$ cat src/logic/srbb_defines.vh
`ifndef SRBB_DEFINES_VH
`define SRBB_DEFINES_VH

`define SRBB_ADDR_CTRL       8'h00
`define SRBB_ADDR_MON_SEL    8'h04
`define SRBB_ADDR_STATUS     8'h08
`define SRBB_ADDR_IRQ_STATUS 8'h0c
`define SRBB_ADDR_IRQ_ENABLE 8'h10
`define SRBB_ADDR_IRQ_CLEAR  8'h14
`define SRBB_ADDR_BLK_COUNT  8'h18

`define SRBB_CTRL_ENABLE     0
`define SRBB_CTRL_LONG       1
`define SRBB_CTRL_RESET      2'h1
`define SRBB_MON_SEL_RESET   24'h000000

`define SRBB_IRQ_SENT        0
`define SRBB_IRQ_FAULT       1

`define SRBB_TYPE_POSITION   8'h07
`define SRBB_TYPE_SPEED      8'h05
`define SRBB_TYPE_TORQUE     8'h06

`define SRBB_SHORT_LEN       6'h10
`define SRBB_LONG_LEN        6'h20
`define SRBB_SETTLE_CYCLES   3'h4

`define SRBB_RESP_OKAY       2'h0
`define SRBB_RESP_SLVERR     2'h2

`endif

$ cat src/logic/srbb_builder.v
`timescale 1ns/1ps
`include "srbb_defines.vh"
// builds and streams the response block for each accepted command
module srbb_builder (
  input  wire        aclk,
  input  wire        aresetn,
  input  wire [7:0]  s_axi_awaddr,
  input  wire        s_axi_awvalid,
  output wire        s_axi_awready,
  input  wire [31:0] s_axi_wdata,
  input  wire [3:0]  s_axi_wstrb,
  input  wire        s_axi_wvalid,
  output wire        s_axi_wready,
  output wire [1:0]  s_axi_bresp,
  output wire        s_axi_bvalid,
  input  wire        s_axi_bready,
  input  wire [7:0]  s_axi_araddr,
  input  wire        s_axi_arvalid,
  output wire        s_axi_arready,
  output wire [31:0] s_axi_rdata,
  output wire [1:0]  s_axi_rresp,
  output wire        s_axi_rvalid,
  input  wire        s_axi_rready,
  input  wire [4:0]  rotary_address_switch,
  input  wire        cmd_valid,
  output wire        cmd_ready,
  input  wire [1:0]  cmd_update_counter,
  input  wire [6:0]  cmd_code,
  input  wire        cmd_fault,
  input  wire [3:0]  cmd_ncyc_code,
  input  wire [31:0] ncyc_result_two,
  input  wire [31:0] ncyc_result_three,
  input  wire [7:0]  servo_flags,
  input  wire [7:0]  input_flags,
  output wire [7:0]  mon_type_one,
  output wire [7:0]  mon_type_two,
  output wire [7:0]  mon_type_three,
  input  wire [31:0] mon_value_one,
  input  wire [31:0] mon_value_two,
  input  wire [31:0] mon_value_three,
  output wire        resp_valid,
  input  wire        resp_ready,
  output wire [7:0]  resp_data,
  output wire        resp_last,
  output wire        irq
);

  // register file
  reg  [1:0]   ctrl_ff;
  reg  [23:0]  mon_sel_ff;
  reg  [1:0]   irq_status_ff;
  reg  [1:0]   irq_enable_ff;
  reg  [31:0]  blk_count_ff;

  // bus slave state
  reg          aw_got_ff;
  reg          w_got_ff;
  reg  [7:0]   awaddr_ff;
  reg  [31:0]  wdata_ff;
  reg  [3:0]   wstrb_ff;
  reg          bvalid_ff;
  reg  [1:0]   bresp_ff;
  reg          rvalid_ff;
  reg  [31:0]  rdata_ff;
  reg  [1:0]   rresp_ff;

  // node address capture
  wire [4:0]   switch_stable;
  reg  [2:0]   settle_ff;
  reg          addr_taken_ff;
  reg  [4:0]   node_addr_ff;

  // framing
  reg  [255:0] shift_ff;
  reg  [5:0]   idx_ff;
  reg  [5:0]   len_ff;
  reg          busy_ff;
  reg  [6:0]   last_code_ff;
  reg  [7:0]   type_one_ff;
  reg  [7:0]   type_two_ff;
  reg  [7:0]   type_three_ff;
  wire [7:0]   nxt_type_one;
  wire [7:0]   nxt_type_two;
  wire [7:0]   nxt_type_three;

  wire         wr_fire;
  wire         rd_fire;
  wire         cmd_fire;
  wire         byte_fire;
  wire         last_byte;
  reg  [31:0]  nxt_rdata;
  reg  [1:0]   nxt_rresp;
  reg  [31:0]  word_two;
  reg  [31:0]  word_three;
  wire [7:0]   hdr_byte0;
  wire [7:0]   hdr_byte1;
  wire [127:0] blk16;
  wire [1:0]   irq_events;
  wire [31:0]  wmask;

  // monitor type codes, zero selects the compatibility default
  srbb_mon_sel #(
    .DEFAULT_CODE (`SRBB_TYPE_POSITION)
  ) u_sel_one (
    .sel       (mon_sel_ff[7:0]),
    .type_code (nxt_type_one)
  );

  srbb_mon_sel #(
    .DEFAULT_CODE (`SRBB_TYPE_SPEED)
  ) u_sel_two (
    .sel       (mon_sel_ff[15:8]),
    .type_code (nxt_type_two)
  );

  srbb_mon_sel #(
    .DEFAULT_CODE (`SRBB_TYPE_TORQUE)
  ) u_sel_three (
    .sel       (mon_sel_ff[23:16]),
    .type_code (nxt_type_three)
  );

  srbb_sync3 #(
    .W (5)
  ) u_switch_sync (
    .aclk    (aclk),
    .aresetn (aresetn),
    .din     (rotary_address_switch),
    .dout    (switch_stable)
  );

  // node address is taken once after reset, then held
  always @(posedge aclk)
  begin
    if (!aresetn)
    begin
      settle_ff     <= 3'h0;
      addr_taken_ff <= 1'b0;
      node_addr_ff  <= 5'h00;
    end
    else if (!addr_taken_ff)
    begin
      if (settle_ff == `SRBB_SETTLE_CYCLES)
      begin
        node_addr_ff  <= switch_stable;
        addr_taken_ff <= 1'b1;
      end
      else
        settle_ff <= settle_ff + 3'h1;
    end
  end

  always @(posedge aclk)
  begin
    if (!aresetn)
    begin
      type_one_ff   <= `SRBB_TYPE_POSITION;
      type_two_ff   <= `SRBB_TYPE_SPEED;
      type_three_ff <= `SRBB_TYPE_TORQUE;
    end
    else
    begin
      type_one_ff   <= nxt_type_one;
      type_two_ff   <= nxt_type_two;
      type_three_ff <= nxt_type_three;
    end
  end

  assign mon_type_one   = type_one_ff;
  assign mon_type_two   = type_two_ff;
  assign mon_type_three = type_three_ff;

  // words two and three: result data unless the command is a normal one
  always @*
  begin
    if (cmd_ncyc_code == 4'h0)
    begin
      word_two   = mon_value_two;
      word_three = mon_value_three;
    end
    else
    begin
      word_two   = ncyc_result_two;
      word_three = ncyc_result_three;
    end
  end

  assign hdr_byte0 = {1'b1, cmd_update_counter, node_addr_ff};
  assign hdr_byte1 = {cmd_fault, cmd_code};

  // byte n sits at bits 8n+7..8n, so words go out low byte first
  assign blk16 = {word_three, word_two, mon_value_one,
                  input_flags, servo_flags, hdr_byte1, hdr_byte0};

  assign cmd_fire  = cmd_valid & cmd_ready;
  assign byte_fire = busy_ff & resp_ready;
  assign last_byte = (idx_ff == len_ff - 6'h01);
  assign cmd_ready = ~busy_ff & ctrl_ff[`SRBB_CTRL_ENABLE] & addr_taken_ff;

  always @(posedge aclk)
  begin
    if (!aresetn)
    begin
      shift_ff     <= 256'h0;
      idx_ff       <= 6'h00;
      len_ff       <= `SRBB_SHORT_LEN;
      busy_ff      <= 1'b0;
      last_code_ff <= 7'h00;
      blk_count_ff <= 32'h0;
    end
    else if (cmd_fire)
    begin
      shift_ff     <= {128'h0, blk16};
      idx_ff       <= 6'h00;
      len_ff       <= ctrl_ff[`SRBB_CTRL_LONG] ? `SRBB_LONG_LEN : `SRBB_SHORT_LEN;
      busy_ff      <= 1'b1;
      last_code_ff <= cmd_code;
    end
    else if (byte_fire)
    begin
      shift_ff <= {8'h00, shift_ff[255:8]};
      idx_ff   <= idx_ff + 6'h01;
      if (last_byte)
      begin
        busy_ff      <= 1'b0;
        blk_count_ff <= blk_count_ff + 32'h1;
      end
    end
  end

  assign resp_valid = busy_ff;
  assign resp_data  = shift_ff[7:0];
  assign resp_last  = busy_ff & last_byte;

  // interrupt status: set wins over clear
  assign irq_events = {cmd_fire & cmd_fault, byte_fire & last_byte};

  always @(posedge aclk)
  begin
    if (!aresetn)
      irq_status_ff <= 2'h0;
    else if (wr_fire && awaddr_ff == `SRBB_ADDR_IRQ_CLEAR && wstrb_ff[0])
      irq_status_ff <= (irq_status_ff & ~wdata_ff[1:0]) | irq_events;
    else
      irq_status_ff <= irq_status_ff | irq_events;
  end

  assign irq = |(irq_status_ff & irq_enable_ff);

  // write channel: address and data taken in either order
  assign s_axi_awready = ~aw_got_ff & ~bvalid_ff;
  assign s_axi_wready  = ~w_got_ff & ~bvalid_ff;
  assign wr_fire       = aw_got_ff & w_got_ff & ~bvalid_ff;
  assign wmask         = {{8{wstrb_ff[3]}}, {8{wstrb_ff[2]}},
                          {8{wstrb_ff[1]}}, {8{wstrb_ff[0]}}};

  always @(posedge aclk)
  begin
    if (!aresetn)
    begin
      aw_got_ff <= 1'b0;
      w_got_ff  <= 1'b0;
      awaddr_ff <= 8'h00;
      wdata_ff  <= 32'h0;
      wstrb_ff  <= 4'h0;
      bvalid_ff <= 1'b0;
      bresp_ff  <= `SRBB_RESP_OKAY;
    end
    else
    begin
      if (s_axi_awvalid && s_axi_awready)
      begin
        aw_got_ff <= 1'b1;
        awaddr_ff <= s_axi_awaddr;
      end
      if (s_axi_wvalid && s_axi_wready)
      begin
        w_got_ff <= 1'b1;
        wdata_ff <= s_axi_wdata;
        wstrb_ff <= s_axi_wstrb;
      end
      if (wr_fire)
      begin
        aw_got_ff <= 1'b0;
        w_got_ff  <= 1'b0;
        bvalid_ff <= 1'b1;
        case (awaddr_ff)
          `SRBB_ADDR_CTRL,
          `SRBB_ADDR_MON_SEL,
          `SRBB_ADDR_IRQ_ENABLE,
          `SRBB_ADDR_IRQ_CLEAR,
          `SRBB_ADDR_STATUS,
          `SRBB_ADDR_IRQ_STATUS,
          `SRBB_ADDR_BLK_COUNT: bresp_ff <= `SRBB_RESP_OKAY;
          default:              bresp_ff <= `SRBB_RESP_SLVERR;
        endcase
      end
      else if (bvalid_ff && s_axi_bready)
        bvalid_ff <= 1'b0;
    end
  end

  // writable registers; read-only ones ignore writes
  always @(posedge aclk)
  begin
    if (!aresetn)
    begin
      ctrl_ff       <= `SRBB_CTRL_RESET;
      mon_sel_ff    <= `SRBB_MON_SEL_RESET;
      irq_enable_ff <= 2'h0;
    end
    else if (wr_fire)
    begin
      case (awaddr_ff)
        `SRBB_ADDR_CTRL:
          if (wstrb_ff[0])
            ctrl_ff <= wdata_ff[1:0];
        `SRBB_ADDR_MON_SEL:
          mon_sel_ff <= (mon_sel_ff & ~wmask[23:0]) | (wdata_ff[23:0] & wmask[23:0]);
        `SRBB_ADDR_IRQ_ENABLE:
          if (wstrb_ff[0])
            irq_enable_ff <= wdata_ff[1:0];
        default:
          ctrl_ff <= ctrl_ff;
      endcase
    end
  end

  assign s_axi_bvalid = bvalid_ff;
  assign s_axi_bresp  = bresp_ff;

  // read channel, one cycle after the address is taken
  assign s_axi_arready = ~rvalid_ff;
  assign rd_fire       = s_axi_arvalid & s_axi_arready;

  always @*
  begin
    nxt_rdata = 32'h0;
    nxt_rresp = `SRBB_RESP_OKAY;
    case (s_axi_araddr)
      `SRBB_ADDR_CTRL:       nxt_rdata = {30'h0, ctrl_ff};
      `SRBB_ADDR_MON_SEL:    nxt_rdata = {8'h00, mon_sel_ff};
      `SRBB_ADDR_STATUS:
        nxt_rdata = {9'h000, last_code_ff, 6'h00, addr_taken_ff, busy_ff, 3'h0, node_addr_ff};
      `SRBB_ADDR_IRQ_STATUS: nxt_rdata = {30'h0, irq_status_ff};
      `SRBB_ADDR_IRQ_ENABLE: nxt_rdata = {30'h0, irq_enable_ff};
      `SRBB_ADDR_IRQ_CLEAR:  nxt_rdata = 32'h0;
      `SRBB_ADDR_BLK_COUNT:  nxt_rdata = blk_count_ff;
      default:               nxt_rresp = `SRBB_RESP_SLVERR;
    endcase
  end

  always @(posedge aclk)
  begin
    if (!aresetn)
    begin
      rvalid_ff <= 1'b0;
      rdata_ff  <= 32'h0;
      rresp_ff  <= `SRBB_RESP_OKAY;
    end
    else if (rd_fire)
    begin
      rvalid_ff <= 1'b1;
      rdata_ff  <= nxt_rdata;
      rresp_ff  <= nxt_rresp;
    end
    else if (rvalid_ff && s_axi_rready)
      rvalid_ff <= 1'b0;
  end

  assign s_axi_rvalid = rvalid_ff;
  assign s_axi_rdata  = rdata_ff;
  assign s_axi_rresp  = rresp_ff;

endmodule // srbb_builder

$ cat src/logic/srbb_mon_sel.v
`timescale 1ns/1ps
// maps a monitor select setting to the type code to fetch
module srbb_mon_sel #(
  parameter [7:0] DEFAULT_CODE = 8'h07
) (
  input  wire [7:0] sel,
  output wire [7:0] type_code
);

  assign type_code = (sel == 8'h00) ? DEFAULT_CODE : sel;

endmodule // srbb_mon_sel

$ cat src/logic/srbb_sync3.v
`timescale 1ns/1ps
// three-stage synchroniser; output follows once stages two and three agree
module srbb_sync3 #(
  parameter W = 5
) (
  input  wire         aclk,
  input  wire         aresetn,
  input  wire [W-1:0] din,
  output wire [W-1:0] dout
);

  reg [W-1:0] s1_ff;
  reg [W-1:0] s2_ff;
  reg [W-1:0] s3_ff;
  reg [W-1:0] out_ff;

  always @(posedge aclk)
  begin
    if (!aresetn)
    begin
      s1_ff  <= {W{1'b0}};
      s2_ff  <= {W{1'b0}};
      s3_ff  <= {W{1'b0}};
      out_ff <= {W{1'b0}};
    end
    else
    begin
      s1_ff <= din;
      s2_ff <= s1_ff;
      s3_ff <= s2_ff;
      if (s2_ff == s3_ff)
        out_ff <= s3_ff;
    end
  end

  assign dout = out_ff;

endmodule // srbb_sync3

$ cat config.mk
export PLATFORM = sky130hd
export DESIGN_NAME = srbb_builder
export DESIGN_NICKNAME = d
export VERILOG_FILES = /design/src/logic/srbb_builder.v /design/src/logic/srbb_mon_sel.v /design/src/logic/srbb_sync3.v
export VERILOG_INCLUDE_DIRS = /design/src /design/src/logic
export SDC_FILE = /design/constraint.sdc
export NUM_CORES = 1
export LEC_CHECK = 0
export ABC_AREA = 1
export BUFFER_PORTS_ARGS = -buffer_cell sky130_fd_sc_hd__buf_2
export CELL_PAD_IN_SITES_DETAIL_PLACEMENT = 1
export CELL_PAD_IN_SITES_GLOBAL_PLACEMENT = 2
export CORE_MARGIN = 5
export CORE_UTILIZATION = 30
export DETAILED_ROUTE_END_ITERATION = 8
export PLACE_DENSITY = 0.88
export SYNTH_ARGS = -nofsm -noshare
export SYNTH_HDL_FRONTEND = slang
export SYNTH_SLANG_ARGS = --single-unit
$ cat constraint.sdc
create_clock -name aclk -period 4.1 [get_ports aclk]
set_clock_uncertainty 0.15 [all_clocks]
set_input_delay 1.23 -clock aclk [delete_from_list [all_inputs] [get_ports aclk]]
set_output_delay 1.23 -clock aclk [all_outputs]
set_load 0.02 [all_outputs]
# Word level (Yosys, flattened, before mapping)
# Index checks and enable logic that the tools add are counted.
# Widths: inputs -> output; s select.
# op_classes
add_sub_neg	4
n_eq_ne	15
n_mux	18
bitwise	30
n_reduce_logical	31
# op_table
operator	count
$mux 128	2
$pmux 32 s6	1
$mux 32	2
$and 24x24->24	2
$eq 8x5->1 const B	6
$logic_not 8->1	5
$add 32x1->32 const B	1
$eq 8x4->1 const B	4
$not 24->24	1
$or 24x24->24	1
$eq 8x3->1 const B	2
$reduce_or 7->1	2
$and 1x1->1	12
$reduce_or 2->1	6
$mux 1	9
$not 1->1	9
$reduce_and 3->1	3
$reduce_and 2->1	4
$reduce_bool 2->1	4
$add 6x1->6 const B	1
$eq 6x6->1	1
$logic_and 1x1->1	6
$mux 2	3
$mux 6	1
other kinds (8)	10
# totals
regBits	338
wordCells	128

# Logic depth before layout (Yosys ltp)
# logic_depth
word_depth	7
ltp_mapped	11

# Modules after synthesis
# From an unflattened synthesis, not the netlist that was laid out.
# hier_totals
hier_cells	2125
area_unflattened_um2	14582.7
# modules_own_cells
module	n_inst	cells_per_inst	area_per_inst_um2
srbb_builder	1	1969	13576.8
srbb_sync3	1	107	813.3
srbb_mon_sel at u_sel_three ...	2	16	62.6
srbb_mon_sel at u_sel_one	1	17	67.6

# Least setup slack after synthesis
# No wires, ideal clock.
# synth_path
path_type	register to output
from	register idx_ff[0]
to	output port resp_last
arrival_ps	1152
t_required_ps	2720
slack_ps	1568
path_stages_with_launch	6
path_buffers	0
path_cell_list	dfxtp_1 ha_1 nand3_2 nor2_2 nand3_2 nor2_1
# synth_between
elab_chain_cells	2
# synth_rtl
element	line_no	source
start: declaration	srbb_builder.v:75	reg [5:0] idx_ff;
start signal: assignment	srbb_builder.v:222	idx_ff <= idx_ff + 6'h01;
$eq 6x6->1	srbb_builder.v:197	assign last_byte = (idx_ff == len_ff - 6'h01);
$and 1x1->1	srbb_builder.v:233	assign resp_last = busy_ff & last_byte;
end: declaration	srbb_builder.v:44	output wire resp_last,
# Every way passes these cells.

# Final worst setup path
# Same ends and word-level chain as after synthesis.

==> reports/results.ini <==
[job]
maxCapViolations = 0

[worst_setup_path]
worst_path_largest_cell_delay_ns = 0.36
end_kind = output pin
cp.required_ns = 2.72
crit_fanout = 3
r2r_end = shift_ff[71]
reg2reg_from = addr_taken_ff
crit_buf_inv = 1
crit_family = simple AND/OR/NAND/NOR gates
arrival_ns = 1.86
worst_r2r_path_depth = 9
worstPathCellList = ha_1 -> nand3_2 -> nor2_2 -> nand3_2 -> nor2_1 -> buf_2
rrSetupSlack_ns = 1.48
timing.critical_path.mode_cell = nand3_2
critPathKind = reg2out
crit_slowest_cell = dfxtp_1
start_kind = flop

[synth]
synth-main-ff-cell = dfxtp_1
synthCells = 2044
synth_edf_count = 0
synth_area_mm2 = 0.0143
ys_seq_elements = 332
ys_warn_count = 0
synth-async-reset-ratio_pct = 0
synth_cell_types = 37
syn_area_per_cell_um2 = 7.00
yosysSeqAreaShare_pct = 46.5

[sta]
period_share_pct = 79.1
fmax_mhz = 308
worst_pin_slew_ns = 0.946
hold_viol = 0
whs_ns = 0.265
setup_viol = 0
min_period_ns = 3.24
grt_setup_unrepaired = false
setup_slack_ns = 0.858
maxSlewViolCount = 0
maxSlewHeadroom_pct = 36.8
finalSetupTns_ns = 0

[global_routing]
grtUsageTotal_pct = 19.0
grt_pass1_wl_um = 80800
antenna_found_initial = 9
grt_pass1_vias = 15000
grt_max_degree = 116
overflow = 0

[cts]
clk_pin_slew_ns = 0.06
ctsResizeCount = 0
h-tree-depth = 2
hold_buffers = 0
cts_root_buf = clkbuf_16
numCtsBuffers = 39
cts_tree = done
post-cts-setup-buffers = 0
worst_skew_pair.late_latency_ns = 0.55
cts_buffer_depth = 3
cts_sinks = 332

[final_layout]
final_core_util_pct = 37.2
drive_above_1_share_pct = 18.9
area_growth_pct = 23.2
fin_nets = 2566

[power_and_ir_drop]
power_leakage_nw = 7.20
ir_drop_mv = 0.238
finalPower_mw = 7.56
p_per_area_mw_per_mm2 = 429

[floorplan]
fp.coreArea_mm2 = 0.0474
start_util_pct = 30.1
die_area_mm2 = 0.0521
ioPinCount = 333
die_h_um = 228
rows = 80
die_w_um = 228

[drt]
ant_nets = 0
num_vias = 14300
wl_um = 51400
drtPass1Iterations = 4
drt_iter0_markers = 757
drt-wirelength-per-cell_um = 17.4
post_drt_via_cell_ratio = 4.83
drc = 0

[placed_design]
port_buffers = 321
dp_hpwl_um = 38300
gp_congestion = 0.852
dp_slack_ns = 0.878

[hold_path]
worstHoldEndpoint = u_switch_sync.s2_ff[2]
hp-class = reg2reg
hp-start = u_switch_sync.s1_ff[2]
min_path_cells = 2

[status]
status = finished clean

==> metrics by stage <==
stage	cell area, um2	instances
after global placement	16300	2880
after floorplan	14300	2045
after global routing	17600	2950
after detailed placement	16300	2880
final	17600	2954
after CTS	17600	2949
==> area by class of cell <==
class / instances / area (um2)
flip-flops and latches: 332 / 6650
inverters: 147 / 559
clock buffers: 56 / 1150
multi-input cells: 1439 / 6510
diodes: 5 / 12.5
repair buffers: 347 / 1840
clock inverters: 13 / 135
well taps: 615 / 769
fillers: 6047 / 29800
==> logic make-up (layout without fill, tap and decap cells) <==
family	after synthesis	after routing	share of synthesized area, %
adder cells (fa/ha/maj)	4	4	0.350
flip-flops	332	332	46.5
XOR/XNOR	9	9	0.551
buffers and inverters	274	563	8.07
AND/OR/NAND/NOR	987	987	27.9
other	1	7	0.0262
AO/OA/AOI/OAI	437	437	16.6
==> cell usage in the layout (no fill, tap or decap), types with 19 or more instances in the layout <==
cell,n
nand2_1,556
dfxtp_1,332
buf_2,320
nor2_1,271
o21ai_0,162
inv_1,141
a21oi_1,139
nand3_1,109
a31oi_1,90
clkbuf_16,40
buf_4,24
o211ai_1,19
==> worst min-delay path, cell delays in order, from the launching register on <==
cell and delay [ns]:
dfxtp_1 0.30, nand2_1 0.05, inv_1 0.04
==> power breakdown <==
group	switching (mW)	total [mW]	internal [mW]	leakage, nW
registers	0.0758	3.43	3.35	2.69
clock network	1.40	3.48	2.08	0.633
logic	0.417	0.651	0.233	3.88
total	1.90	7.56	5.66	7.20
==> routing by layer <==
metal  global-route usage, %  share of wire [%]  up-vias
met2                    34.0                 50      264
li1                        -                  -     7170
met1                    23.0                 42     6745
met4                    5.09                2.4       12
met5                       0               0.16        -
met3                    4.24                5.0       79
==> registers in the layout, summed over array words and instances, names as in the netlist, 3 cells and up, named ones only <==
name,cells
mon_type_three,8
u_switch_sync.s2_ff,5
u_switch_sync.s1_ff,5
s_axi_rdata,32
wdata_ff,24
idx_ff,6
settle_ff,3
shift_ff,128
mon_type_one,8
node_addr_ff,5
awaddr_ff,8
u_switch_sync.s3_ff,5
mon_type_two,8
wstrb_ff,3
u_switch_sync.dout,5
last_code_ff,7
blk_count_ff,32
==> worst max path at each step <==
stage	endpoint	slack (ns)	startpoint	depth (start not counted)
final	resp_last	0.86	idx_ff[0]	6
after global placement	shift_ff[71]	0.95	cmd_valid	8
after detailed placement	shift_ff[71]	0.88	cmd_valid	8
after global routing	resp_last	0.75	idx_ff[0]	6
after CTS	resp_last	0.80	idx_ff[0]	6
after floorplan	resp_last	1.57	idx_ff[0]	5
==> synthesized netlist by cell type (15+ instances only) <==
library cell,number,area (um2)
a31oi_1,90,563
nand4_1,17,106
o21ai_1,17,85.1
o21ai_0,162,811
nand3_1,109,546
buf_2,44,220
dfxtp_1,332,6650
clkbuf_1,62,233
nor2_1,272,1020
nand2_1,557,2090
a21oi_1,139,696
inv_1,141,529
o211ai_1,19,143
buf_4,15,113
(Power assumes the default switching activity.)
